### config.mk
export PLATFORM = sky130hd
export DESIGN_NAME = rcms_top
export DESIGN_NICKNAME = d
export VERILOG_FILES = /design/src/design/rcms_top.v /design/src/design/rcms_fifo.v
export VERILOG_INCLUDE_DIRS = /design/src /design/src/design
export SDC_FILE = /design/constraint.sdc
export NUM_CORES = 1
export LEC_CHECK = 0
export BUFFER_PORTS_ARGS = -buffer_cell sky130_fd_sc_hd__buf_2
export CORE_ASPECT_RATIO = 1.25
export CORE_UTILIZATION = 60
export DETAILED_ROUTE_END_ITERATION = 10
export PLACE_DENSITY = 0.84
export SYNTH_ARGS = -nofsm -noshare
export SYNTH_HDL_FRONTEND = slang
export SYNTH_SLANG_ARGS = --single-unit
export TNS_END_PERCENT = 20
### constraint.sdc
create_clock -name clk_sys_in -period 4.25 [get_ports clk_sys_in]
set_input_delay 0.6375 -clock clk_sys_in [delete_from_list [all_inputs] [get_ports clk_sys_in]]
set_output_delay 0.6375 -clock clk_sys_in [all_outputs]
set_load 0.03 [all_outputs]
### src/design/rcms_defines.vh
`ifndef RCMS_DEFINES_VH
`define RCMS_DEFINES_VH
// ----------------------------------------------------------------------
// Command bytes
// ----------------------------------------------------------------------
`define RCMS_CH_SET 8'h3d
`define RCMS_CH_QRY 8'h3f
`define RCMS_CH_ZERO 8'h30
`define RCMS_CH_CR 8'h0d
`define RCMS_CH_O 8'h4f
`define RCMS_CH_K 8'h4b
`define RCMS_CH_E 8'h45
`define RCMS_CH_R 8'h52
// ----------------------------------------------------------------------
// Modes
// ----------------------------------------------------------------------
`define RCMS_MODE_NATIVE 3'h0
`define RCMS_MODE_4FSK 3'h1
`define RCMS_MODE_GMSK 3'h2
`define RCMS_MODE_TT_FIT 3'h3
`define RCMS_MODE_TT_OWN 3'h4
`define RCMS_MODE_FST 3'h5
`define RCMS_MODE_MAX 3'h5
// ----------------------------------------------------------------------
// Addresses and reset values
// ----------------------------------------------------------------------
`define RCMS_TX_ADDR_RST 16'h00ff
`define RCMS_RX_ADDR_RST 16'h0000
`define RCMS_BCAST_ADDR 16'h00ff
// ----------------------------------------------------------------------
// Air link rates in bps
// ----------------------------------------------------------------------
`define RCMS_RATE_4800 16'h12c0
`define RCMS_RATE_9600 16'h2580
`define RCMS_RATE_19200 16'h4b00
`define RCMS_RATE_NONE 16'h0000
// ----------------------------------------------------------------------
// Avalon register offsets (word index), fields
// ----------------------------------------------------------------------
`define RCMS_REG_CTRL 3'h0
`define RCMS_REG_STAT 3'h1
`define RCMS_REG_TXADDR 3'h2
`define RCMS_REG_RXADDR 3'h3
`define RCMS_REG_GAP 3'h4
`define RCMS_REG_RATE 3'h5
`define RCMS_CTRL_TXA 0
`define RCMS_CTRL_RXA 1
`define RCMS_CTRL_FEC 2
`define RCMS_CTRL_ECHK 3
`define RCMS_CTRL_CRC 4
`define RCMS_CTRL_TXPRI 5
`define RCMS_CTRL_WIDE 6
`define RCMS_GAP_RST 8'h03
`endif

### src/design/rcms_top.v
// The placing of the registers and the Avalon-MM register port were decided locally.
`include "rcms_defines.vh"
module rcms_top #(
  parameter DEPTH = 8
) (
  input wire clk_sys_in,
  input wire sys_rst_in,
  input wire ce_in,
  input wire [2:0] avs_address_in,
  input wire avs_read_in,
  input wire avs_write_in,
  input wire [31:0] avs_writedata_in,
  output reg [31:0] avs_readdata_out,
  output reg avs_waitrequest_out,
  input wire cmd_valid_in,
  input wire [7:0] cmd_data_in,
  output reg cmd_ready_out,
  output reg rsp_valid_out,
  output reg [7:0] rsp_data_out,
  input wire rsp_ready_in,
  input wire byte_tick_in,
  input wire ser_valid_in,
  input wire [7:0] ser_data_in,
  output reg ser_ready_out,
  output reg air_valid_out,
  output reg [7:0] air_data_out,
  output reg air_sof_out,
  output reg air_eof_out,
  input wire air_ready_in,
  input wire rx_valid_in,
  input wire [15:0] rx_dest_in,
  output reg rx_accept_out,
  output reg [2:0] mode_out,
  output reg fec_on_out,
  output reg echk_on_out,
  output reg crc_on_out,
  output reg [15:0] link_rate_out
);
  // --------------------------------------------------------------------
  // Helpers
  // --------------------------------------------------------------------
  function [15:0] rate_of;
    input [2:0] m;
    input wide;
    begin
      case (m)
        `RCMS_MODE_4FSK: rate_of = wide ? `RCMS_RATE_19200
                                        : `RCMS_RATE_9600;
        `RCMS_MODE_GMSK, `RCMS_MODE_TT_FIT:
          rate_of = wide ? `RCMS_RATE_9600 : `RCMS_RATE_4800;
        default: rate_of = `RCMS_RATE_NONE;
      endcase
    end
  endfunction
  // --------------------------------------------------------------------
  // Registers
  // --------------------------------------------------------------------
  reg [2:0] mode_q;
  reg [15:0] tx_addr_q;
  reg [15:0] rx_addr_q;
  reg [7:0] gap_q;
  reg [6:0] ctrl_q;
  reg [2:0] st_q;
  reg [7:0] last_q;
  reg [2:0] code_q;
  reg code_ok_q;
  reg [2:0] rsp_idx_q;
  reg [2:0] rsp_kind_q;
  reg [7:0] gap_cnt_q;
  reg in_msg_q;
  reg [1:0] hdr_q;
  wire compat = (mode_q != `RCMS_MODE_NATIVE);
  wire tt_fit = (mode_q == `RCMS_MODE_TT_FIT);
  wire txa_eff = ctrl_q[`RCMS_CTRL_TXA] && !tt_fit;
  wire rxa_eff = ctrl_q[`RCMS_CTRL_RXA] && !tt_fit;
  // --------------------------------------------------------------------
  // Avalon slave, one wait state
  // --------------------------------------------------------------------
  wire acc = (avs_read_in || avs_write_in) && avs_waitrequest_out;
  always @(posedge clk_sys_in) begin
    if (sys_rst_in) begin
      avs_waitrequest_out <= 1'b1;
      avs_readdata_out <= 32'h0000_0000;
      tx_addr_q <= `RCMS_TX_ADDR_RST;
      rx_addr_q <= `RCMS_RX_ADDR_RST;
      gap_q <= `RCMS_GAP_RST;
      ctrl_q <= 7'h00;
    end else if (ce_in) begin
      avs_waitrequest_out <= !acc;
      if (avs_write_in && !avs_waitrequest_out) begin
        case (avs_address_in)
          `RCMS_REG_CTRL: ctrl_q <= avs_writedata_in[6:0];
          `RCMS_REG_TXADDR: tx_addr_q <= avs_writedata_in[15:0];
          `RCMS_REG_RXADDR: rx_addr_q <= avs_writedata_in[15:0];
          `RCMS_REG_GAP: gap_q <= avs_writedata_in[7:0];
          default: ;
        endcase
      end
      if (acc && avs_read_in) begin
        case (avs_address_in)
          `RCMS_REG_CTRL: avs_readdata_out <= {25'h0, ctrl_q};
          `RCMS_REG_STAT: avs_readdata_out <= {26'h0, crc_on_out,
            echk_on_out, fec_on_out, mode_q};
          `RCMS_REG_TXADDR: avs_readdata_out <= {16'h0, tx_addr_q};
          `RCMS_REG_RXADDR: avs_readdata_out <= {16'h0, rx_addr_q};
          `RCMS_REG_GAP: avs_readdata_out <= {24'h0, gap_q};
          `RCMS_REG_RATE: avs_readdata_out <= {16'h0, link_rate_out};
          default: avs_readdata_out <= 32'h0000_0000;
        endcase
      end
    end
  end
  // --------------------------------------------------------------------
  // Command interpreter
  // --------------------------------------------------------------------
  localparam S_IDLE = 3'b001;
  localparam S_ARG = 3'b010;
  localparam S_RSP = 3'b100;
  localparam K_OK = 3'd0;
  localparam K_ERR = 3'd1;
  localparam K_DIG = 3'd2;
  reg [7:0] rsp_ch;
  reg rsp_last;
  always @* begin
    rsp_ch = `RCMS_CH_CR;
    rsp_last = 1'b0;
    case (rsp_kind_q)
      K_OK: begin
        rsp_ch = (rsp_idx_q == 3'd0) ? `RCMS_CH_O
               : (rsp_idx_q == 3'd1) ? `RCMS_CH_K : `RCMS_CH_CR;
        rsp_last = (rsp_idx_q == 3'd2);
      end
      K_ERR: begin
        rsp_ch = (rsp_idx_q == 3'd0) ? `RCMS_CH_E
               : (rsp_idx_q == 3'd3) ? `RCMS_CH_O
               : (rsp_idx_q == 3'd5) ? `RCMS_CH_CR : `RCMS_CH_R;
        rsp_last = (rsp_idx_q == 3'd5);
      end
      default: begin
        rsp_ch = (rsp_idx_q == 3'd0) ? (`RCMS_CH_ZERO | {5'h0, mode_q})
                                     : `RCMS_CH_CR;
        rsp_last = (rsp_idx_q == 3'd1);
      end
    endcase
  end
  wire cmd_take = cmd_valid_in && cmd_ready_out;
  wire rsp_go = !rsp_valid_out || rsp_ready_in;
  always @(posedge clk_sys_in) begin
    if (sys_rst_in) begin
      st_q <= S_IDLE;
      mode_q <= `RCMS_MODE_NATIVE;
      last_q <= 8'h00;
      code_q <= 3'h0;
      code_ok_q <= 1'b0;
      rsp_idx_q <= 3'h0;
      rsp_kind_q <= K_OK;
      cmd_ready_out <= 1'b0;
      rsp_valid_out <= 1'b0;
      rsp_data_out <= 8'h00;
    end else if (ce_in) begin
      if (rsp_valid_out && rsp_ready_in) begin
        rsp_valid_out <= 1'b0;
      end
      case (st_q)
        S_IDLE: begin
          cmd_ready_out <= !(rsp_valid_out && !rsp_ready_in);
          if (cmd_take) begin
            last_q <= cmd_data_in;
            if (cmd_data_in == `RCMS_CH_SET) begin
              st_q <= S_ARG;
            end else if (cmd_data_in == `RCMS_CH_QRY) begin
              rsp_kind_q <= K_DIG;
              rsp_idx_q <= 3'h0;
              cmd_ready_out <= 1'b0;
              st_q <= S_RSP;
            end
          end
        end
        S_ARG: begin
          if (cmd_take) begin
            code_q <= cmd_data_in[2:0];
            code_ok_q <= (cmd_data_in[7:3] == 5'h06) &&
                         (cmd_data_in[2:0] <= `RCMS_MODE_MAX);
            if (cmd_data_in == `RCMS_CH_CR) begin
              cmd_ready_out <= 1'b0;
              rsp_idx_q <= 3'h0;
              st_q <= S_RSP;
              if (code_ok_q && last_q != `RCMS_CH_SET) begin
                mode_q <= code_q;
                rsp_kind_q <= K_OK;
              end else begin
                rsp_kind_q <= K_ERR;
              end
            end
            last_q <= cmd_data_in;
          end
        end
        S_RSP: begin
          if (rsp_go) begin
            rsp_valid_out <= 1'b1;
            rsp_data_out <= rsp_ch;
            rsp_idx_q <= rsp_idx_q + 3'h1;
            if (rsp_last) begin
              st_q <= S_IDLE;
            end
          end
        end
        default: st_q <= S_IDLE;
      endcase
    end
  end
  // --------------------------------------------------------------------
  // Mode dependent settings
  // --------------------------------------------------------------------
  always @(posedge clk_sys_in) begin
    if (sys_rst_in) begin
      mode_out <= `RCMS_MODE_NATIVE;
      fec_on_out <= 1'b0;
      echk_on_out <= 1'b0;
      crc_on_out <= 1'b0;
      link_rate_out <= `RCMS_RATE_NONE;
    end else if (ce_in) begin
      mode_out <= mode_q;
      fec_on_out <= ctrl_q[`RCMS_CTRL_FEC] && !tt_fit;
      echk_on_out <= ctrl_q[`RCMS_CTRL_ECHK] && !compat;
      crc_on_out <= ctrl_q[`RCMS_CTRL_CRC] && !compat;
      link_rate_out <= rate_of(mode_q, ctrl_q[`RCMS_CTRL_WIDE]);
    end
  end
  // --------------------------------------------------------------------
  // Receive filter
  // --------------------------------------------------------------------
  always @(posedge clk_sys_in) begin
    if (sys_rst_in) begin
      rx_accept_out <= 1'b0;
    end else if (ce_in) begin
      rx_accept_out <= rx_valid_in && (!rxa_eff ||
        rx_dest_in == rx_addr_q || rx_dest_in == `RCMS_BCAST_ADDR);
    end
  end
  // --------------------------------------------------------------------
  // Transmit path: FIFO, gap end detection, address header
  // --------------------------------------------------------------------
  wire f_in_rdy;
  wire f_out_vld;
  wire [7:0] f_out_dat;
  wire ser_take = ser_valid_in && ser_ready_out;
  wire air_go = !air_valid_out || air_ready_in;
  wire send_hdr = txa_eff && f_out_vld && !in_msg_q;
  wire f_pop = air_go && f_out_vld && !send_hdr && hdr_q == 2'd0;
  rcms_fifo #(.WIDTH(8), .DEPTH(DEPTH), .AW(3)) u_fifo (
    .clk_sys_in(clk_sys_in),
    .sys_rst_in(sys_rst_in),
    .ce_in(ce_in),
    .in_valid_in(ser_take),
    .in_ready_out(f_in_rdy),
    .in_data_in(ser_data_in),
    .out_valid_out(f_out_vld),
    .out_ready_in(f_pop),
    .out_data_out(f_out_dat)
  );
  always @(posedge clk_sys_in) begin
    if (sys_rst_in) begin
      ser_ready_out <= 1'b0;
      air_valid_out <= 1'b0;
      air_data_out <= 8'h00;
      air_sof_out <= 1'b0;
      air_eof_out <= 1'b0;
      gap_cnt_q <= 8'h00;
      in_msg_q <= 1'b0;
      hdr_q <= 2'd0;
    end else if (ce_in) begin
      ser_ready_out <= f_in_rdy && !ser_take;
      if (air_valid_out && air_ready_in) begin
        air_valid_out <= 1'b0;
        air_sof_out <= 1'b0;
        air_eof_out <= 1'b0;
      end
      if (ser_take) begin
        gap_cnt_q <= 8'h00;
      end else if (byte_tick_in && in_msg_q && gap_cnt_q != gap_q) begin
        gap_cnt_q <= gap_cnt_q + 8'h01;
      end
      if (send_hdr && air_go && hdr_q == 2'd0) begin
        air_valid_out <= 1'b1;
        air_sof_out <= 1'b1;
        air_data_out <= tx_addr_q[15:8];
        hdr_q <= 2'd1;
        in_msg_q <= 1'b1;
      end else if (hdr_q == 2'd1 && air_go) begin
        air_valid_out <= 1'b1;
        air_data_out <= tx_addr_q[7:0];
        hdr_q <= 2'd0;
      end else if (f_pop) begin
        air_valid_out <= 1'b1;
        air_data_out <= f_out_dat;
        air_sof_out <= !in_msg_q;
        in_msg_q <= 1'b1;
      end else if (in_msg_q && !f_out_vld && gap_cnt_q == gap_q &&
                   air_go) begin
        air_valid_out <= 1'b1;
        air_eof_out <= 1'b1;
        air_data_out <= 8'h00;
        in_msg_q <= 1'b0;
        gap_cnt_q <= 8'h00;
      end
    end
  end
endmodule // rcms_top

### src/design/rcms_fifo.v
// ----------------------------------------------------------------------
// Byte FIFO
// ----------------------------------------------------------------------
module rcms_fifo #(
  parameter WIDTH = 8,
  parameter DEPTH = 8,
  parameter AW = 3
) (
  input wire clk_sys_in,
  input wire sys_rst_in,
  input wire ce_in,
  input wire in_valid_in,
  output wire in_ready_out,
  input wire [WIDTH-1:0] in_data_in,
  output wire out_valid_out,
  input wire out_ready_in,
  output wire [WIDTH-1:0] out_data_out
);
  reg [WIDTH-1:0] mem [0:DEPTH-1];
  reg [AW-1:0] wr_q;
  reg [AW-1:0] rd_q;
  reg [AW:0] cnt_q;
  wire push = ce_in && in_valid_in && (cnt_q != DEPTH);
  wire pop = ce_in && out_ready_in && (cnt_q != 0);
  assign in_ready_out = (cnt_q != DEPTH);
  assign out_valid_out = (cnt_q != 0);
  assign out_data_out = mem[rd_q];
  always @(posedge clk_sys_in) begin
    if (push) begin
      mem[wr_q] <= in_data_in;
    end
  end
  always @(posedge clk_sys_in) begin
    if (sys_rst_in) begin
      wr_q <= {AW{1'b0}};
      rd_q <= {AW{1'b0}};
      cnt_q <= {(AW+1){1'b0}};
    end else begin
      if (push) begin
        wr_q <= (wr_q == DEPTH - 1) ? {AW{1'b0}} : wr_q + 1'b1;
      end
      if (pop) begin
        rd_q <= (rd_q == DEPTH - 1) ? {AW{1'b0}} : rd_q + 1'b1;
      end
      if (push && !pop) begin
        cnt_q <= cnt_q + 1'b1;
      end else if (pop && !push) begin
        cnt_q <= cnt_q - 1'b1;
      end
    end
  end
endmodule // rcms_fifo

=== After elaboration in Yosys (flattened, before gate mapping) ===
Memory sizes are Yosys's and may differ from the RTL's. A register that Yosys moved wholly into a read port is not among the register bits.
Cells that the tools add are included.

* Register bits after elaboration: 170
* Memory bits (writable): 64
* Input bits: 78
* Output and inout port bits: 78
* Word-level logic and storage cells: 248
* Memories kept: 1

* Add/subtract/negate cells: 6
* Magnitude comparators: 1
* Eq/ne operators: 38
* Multiplexer cells: 81
* Reduce and logical (&&, ||, !) cells: 88

{| class="wikitable"
|+ Memory list
! memory !! depth !! bits a word !! rd ports !! clocked after memory_dff !! wr ports !! line !! text
|-
| u_fifo.mem || 8 || 8 || 1 || 1 || 1 || rcms_fifo.v:19 || <nowiki>reg [WIDTH-1:0] mem [0:DEPTH-1];</nowiki>
|}

{| class="wikitable"
|+ Operators by type and width
! cell !! count
|-
| 16-bit one-hot mux with 6 select lines || 1
|-
| 8-bit two-way mux || 10
|-
| 3-bit two-way mux || 22
|-
| 1-bit logical AND || 36
|-
| 7-bit two-way mux || 5
|-
| 15-bit one-hot mux with 2 select lines || 1
|-
| 1-bit two-way mux || 29
|-
| 3-bit AND reduction || 8
|-
| 3-bit by 2-bit equality test with 1-bit output, second input constant || 7
|-
| 3-bit equality test, second input constant || 6
|-
| 3-bit one-hot mux with 3 select lines || 2
|-
| 16-bit equality test || 1
|-
| 16-bit by 8-bit equality test with 1-bit output, second input constant || 1
|-
| 8-bit by 6-bit equality test with 1-bit output, second input constant || 2
|-
| 2-bit != test, second input constant || 8
|-
| 3-bit by 1-bit equality test with 1-bit output, second input constant || 5
|-
| 1-bit logical NOT || 15
|-
| 15-bit two-way mux || 1
|-
| 14-bit two-way mux || 1
|-
| 7-bit one-hot mux with 2 select lines || 1
|-
| 7-bit AND reduction || 2
|-
| 3-bit by 1-bit adder with 3-bit output, second input constant || 3
|-
| 3-bit logical NOT || 3
|-
| 3-bit nonzero test || 3
|-
| other kinds (27) || 41
|}

=== Logic depth before layout (Yosys ltp) ===
* Depth in word-level cells: 13
* Depth in mapped cells: 12
* Gate-level depth less buffers: 12

=== By module ===
From an unflattened synthesis, not the netlist that was laid out.

* Cells, all modules: 973
* Area total of the unflattened synthesis: 9760.6 um2

{| class="wikitable"
|+ By module, submodules not included
! module !! instances !! cells each !! area each (um2) !! seq. area each (um2)
|-
| rcms_top || 1 || 805 || 6673.9 || 2622.5
|-
| rcms_fifo || 1 || 168 || 3086.7 || 2182.1
|}

=== Least setup slack after synthesis ===
OpenSTA, ideal clock, no wires.

* Path type: input port to flip-flop
* Start point: in air_ready_in
* End point: reg u_fifo.cnt_q[3]
* Setup time: 70 ps
* Arrival: 2870 ps
* Required time: 4180 ps
* Path slack: 1309 ps
* Cell stages on the path: 11
* Buffers on the path: 0
* Cells stage by stage: nand2b_1 -> nor3b_1 -> nand3_1 -> ha_1 -> inv_1 -> ha_1 -> a21o_1 -> a21oi_1 -> xnor2_1 -> or3_1 -> a21oi_1

* Longest elaborated chain between the ends: 9
* Elaborated cells on any way between the ends: 11
* Classes of those cells: mux (1); reduce/logical (10)

{| class="wikitable"
|+ Ends and longest elaborated chain
! item !! line !! text
|-
| from (decl) || rcms_top.v:29 || <nowiki>input wire air_ready_in,</nowiki>
|-
| 1-bit logical OR * || rcms_top.v:248 || <nowiki>wire air_go = !air_valid_out || air_ready_in;</nowiki>
|-
| 1-bit logical AND * (3 in a row) || rcms_top.v:250 || <nowiki>wire f_pop = air_go && f_out_vld && !send_hdr && hdr_q == 2'd0;</nowiki>
|-
| 1-bit logical AND * (2 in a row) || rcms_fifo.v:24 || <nowiki>wire pop = ce_in && out_ready_in && (cnt_q != 0);</nowiki>
|-
| 1-bit logical NOT || rcms_fifo.v:45 || <nowiki>if (push && !pop) begin</nowiki>
|-
| 1-bit logical AND || rcms_fifo.v:45 ||
|-
| 4-bit two-way mux or 2-bit nonzero test (tied branches) || -- ||
|-
| to (signal assigned) || rcms_fifo.v:37 || <nowiki>cnt_q <= {(AW+1){1'b0}};</nowiki>
|-
| to (signal assigned) || rcms_fifo.v:46 || <nowiki>cnt_q <= cnt_q + 1'b1;</nowiki>
|-
| to (signal assigned) || rcms_fifo.v:48 || <nowiki>cnt_q <= cnt_q - 1'b1;</nowiki>
|-
| to (decl) || rcms_fifo.v:22 || <nowiki>reg [AW:0] cnt_q;</nowiki>
|}

Mark *: on every way between the ends. The rest lies on a longest branch, timed or not.
A chain may end at the register's enable or synchronous reset.

=== Final worst setup path ===
* Start point: reg mode_q[1]
* End point: reg u_fifo.cnt_q[3]

* Longest elaborated chain between the ends: 13
* Elaborated cells on any way between the ends: 15
* Classes of those cells: eq/ne (1); mux (1); reduce/logical (13)

{| class="wikitable"
|+ Ends and longest elaborated chain
! item !! line !! text
|-
| from (decl) || rcms_top.v:58 || <nowiki>reg [2:0] mode_q;</nowiki>
|-
| from (signal assigned) || rcms_top.v:151 || <nowiki>mode_q <= `RCMS_MODE_NATIVE;</nowiki>
|-
| from (signal assigned) || rcms_top.v:189 || <nowiki>mode_q <= code_q;</nowiki>
|-
| 3-bit by 2-bit equality test with 1-bit output * || -- ||
|-
| 1-bit logical NOT * || rcms_top.v:74 || <nowiki>wire txa_eff = ctrl_q[`RCMS_CTRL_TXA] && !tt_fit;</nowiki>
|-
| 1-bit logical AND * || rcms_top.v:74 ||
|-
| 1-bit logical AND * (2 in a row) || rcms_top.v:249 || <nowiki>wire send_hdr = txa_eff && f_out_vld && !in_msg_q;</nowiki>
|-
| 1-bit logical NOT * || rcms_top.v:250 ||
|-
| 1-bit logical AND * (2 in a row) || rcms_top.v:250 ||
|-
| 1-bit logical AND * (2 in a row) || rcms_fifo.v:24 ||
|-
| 1-bit logical NOT || rcms_fifo.v:45 ||
|-
| 1-bit logical AND || rcms_fifo.v:45 ||
|-
| 4-bit two-way mux or 2-bit nonzero test (tied branches) || -- ||
|}

Marked as above.

==> qor.yml <==
cts_buffers: 21
first_iter_violations: 666
synth_flop_cell: "dfxtp_1"
ys.warnings.count: 0
fin_nets: 1118
grt_usage_pct: 27.34
layout_commonest_cell: "dfxtp_1"
power.density_nw_per_um2: 465.0
holdCritStartpoint: "avs_writedata_in[11]"
io_pins: 156
timing.setup.tns_ns: 0
multiInputGateArea_um2: 4399
worstMarginPinSlew_ns: 0.9994
route.detailed.vias_per_inst: 5.862
cts_tree: "built"
hold_viol_final: 0
hpwl_mm: 14.94
num-fill-cells: 1162
ctsRootBufferMaster: "clkbuf_16"
grt_overflow: 0
syn_to_final_growth_pct: 13.07
portBuffers: 115
dr.pass1.iters: 7
drv_slew: 0
maxCapViolations: 0
path_clk_slew_ns: 0.07
hold_class: "primary input to flop"
period_share_pct: 69.75
end_kind: "flop"
synth_seq_cells: 208
final_cell_mix: "dfxtp_1 (144), buf_2 (114), nand2_1 (104), nor2_1 (102), mux2i_1 (67)"
rr_startpoint: "mode_q[1]"
period_minus_slack_ns: 2.965
finalSetupViolations: 0
ir_drop_v: 0.0004726
synth_area_um2: 9574
regArea_um2: 4805
fin_skew_ns: 0.02169
synth.yosys.seq_area_share_pct: 50.18
drive_above_1_share_pct: 18.46
cts_buffer_depth: 3
row_count: 51
clock_sinks: 208
fmax_mhz: 337.3
htreeDepth: 1
reg2reg_slack_ns: 1.29
start_util_pct: 61.49
grt_pass1_wl_mm: 35.13
grt_max_degree: 83
final_core_util_pct: 69.53
yosysTopAreaCell: "dfxtp_1"
synth_edf_count: 64
insertion_delay_ns: 0.50
ctsResizeCount: 0
cp_max_fo: 8
netlist_instances: 936
die_h_um: 143.2
die_x_um: 115.0
dieArea_um2: 16470
synth.distinct_cells: 73
start_kind: "flop"
status: "completed"
vias: 7345
cp_data_required_time_ns: 4.66
ys_async_sr_fraction_pct: 0
finalWirelength_mm: 21.86
drc: 0
antenna_found_initial: 1
rsz0062_at_grt: "false"
slew_headroom_pct: 33.28
synth_top_area_share_pct: 30.11
critPathKind: "flop to flop"
synthTopCellsByArea: "dfxtp_1 (30%), edfxtp_1 (20%), mux2i_1 (7.0%)"
placed_area_um2: 10150
fp.coreArea_um2: 15570
post-cts-setup-buffers: 0
syn_avg_cell_area_um2: 10.23
p_leak_nw: 4.296
grt_pass1_vias: 6971
wl_per_cell_um: 17.45
antenna_left: 0
startpoint: "mode_q[1]"
arrival_ns: 3.38
place.gp.congestion: 0.8964
final_cell_area_um2: 10830
ctsHoldBuffers: 0
[metrics by stage]
| stage | instances | power, mW | setup slack (ns) | hold WS [ns] |
|---|---|---|---|---|
| 3_5_place_dp | 1216 | 3.236 | 1.121 | 0.4502 |
| 6_report | 1253 | 5.034 | 1.285 | 0.3864 |
| 2_1_floorplan | 959 | 2.995 | 1.309 | 0.4460 |
| 4_1_cts | 1252 | 5.064 | 1.296 | 0.3794 |
| 3_3_place_gp | 1216 | 3.203 | 1.178 | 0.4439 |
| 5_1_grt | 1253 | 5.246 | 1.085 | 0.4016 |
[final timing paths]
path | endpoint | depth (start not counted)
setup / recovery | u_fifo.cnt_q[3] | 11
hold / removal | tx_addr_q[11] | 3
setup reg to reg | u_fifo.cnt_q[3] | 11
hold reg to reg | avs_readdata_out[4] | 2
[cell families (layout without fill, tap and decap cells)]
logic type               Yosys count  in the layout  share of synthesized area (%)
AO/OA/AOI/OAI                    153            153                          10.72
XOR/XNOR                          27             27                          2.470
buffers and inverters             89            170                          4.770
multiplexers                      90             90                          11.94
other                              1             25                        0.03917
AND/OR/NAND/NOR                  355            355                          18.10
adder cells (fa/ha/maj)           13             13                          1.777
flip-flops                       208            208                          50.18
[final cells by class]
type                    count  share of cell area [%]
clock inverters             8                   1.086
diodes                      1                 0.02312
well taps                 212                   2.450
inverters                  10                  0.3467
repair buffers            124                   5.964
multi-input cells         662                   40.64
flip-flops and latches    208                   44.38
clock buffers              28                   5.109
[critical path: stages (launching register included)]
cell	delay, ns
dfxtp_1	0.64
nand3b_1	0.29
nand3_1	0.22
nand3_1	0.23
ha_1	0.30
inv_1	0.11
ha_1	0.24
a21o_1	0.18
a21oi_1	0.17
xnor2_1	0.09
or3_1	0.30
a21oi_1	0.13
[sequential cells by signal (all words and copies together) (netlist names), 2 cells and up, named ones only]
name and flops:
rsp_kind_q 2, rx_addr_q 16, mode_q 3, gap_q 8, u_fifo.cnt_q 4, u_fifo.rd_q 3, rsp_idx_q 3, st_q 3
gap_cnt_q 8, tx_addr_q 16, u_fifo.mem 64, air_data_out 8, avs_readdata_out 16, code_q 3, u_fifo.wr_q 3, last_q 8
rsp_data_out 7, link_rate_out 6, mode_out 3, ctrl_q 7
[cell usage after synthesis (3+ instances only)]
master,count
a211o_1,4
a211oi_1,3
a21o_1,4
a21oi_1,51
a221o_1,3
a22o_1,9
a22oi_1,11
a311oi_1,5
a31oi_1,7
a41oi_1,3
and2_1,6
and3_1,6
buf_2,11
buf_4,27
clkbuf_1,39
dfxtp_1,144
edfxtp_1,64
ha_1,12
inv_1,10
mux2_2,4
mux2i_1,67
mux4_2,19
nand2_1,104
nand2b_1,15
nand3_1,15
nand3b_1,13
nand4_1,8
nor2_1,102
nor2b_1,22
nor3_1,29
nor3b_1,7
nor4_1,8
o211ai_1,8
o21ai_0,26
xnor2_1,10
xor2_1,17
[report_power, final]
| group | switching, mW | total (mW) | internal, mW | leakage (nW) |
|---|---|---|---|---|
| Clock | 0.746 | 1.84 | 1.10 | 0.330 |
| Combinational | 0.530 | 0.920 | 0.390 | 2.22 |
| Sequential | 0.130 | 2.27 | 2.14 | 1.74 |
[per-layer routing]
layer / GRT usage, % / wire (µm)
met5: 0 / 0
met4: 11.00 / 709
met3: 3.990 / 1500
met2: 47.91 / 10960
met1: 33.66 / 8692
No activity file was read; power rests on OpenSTA's default activity.
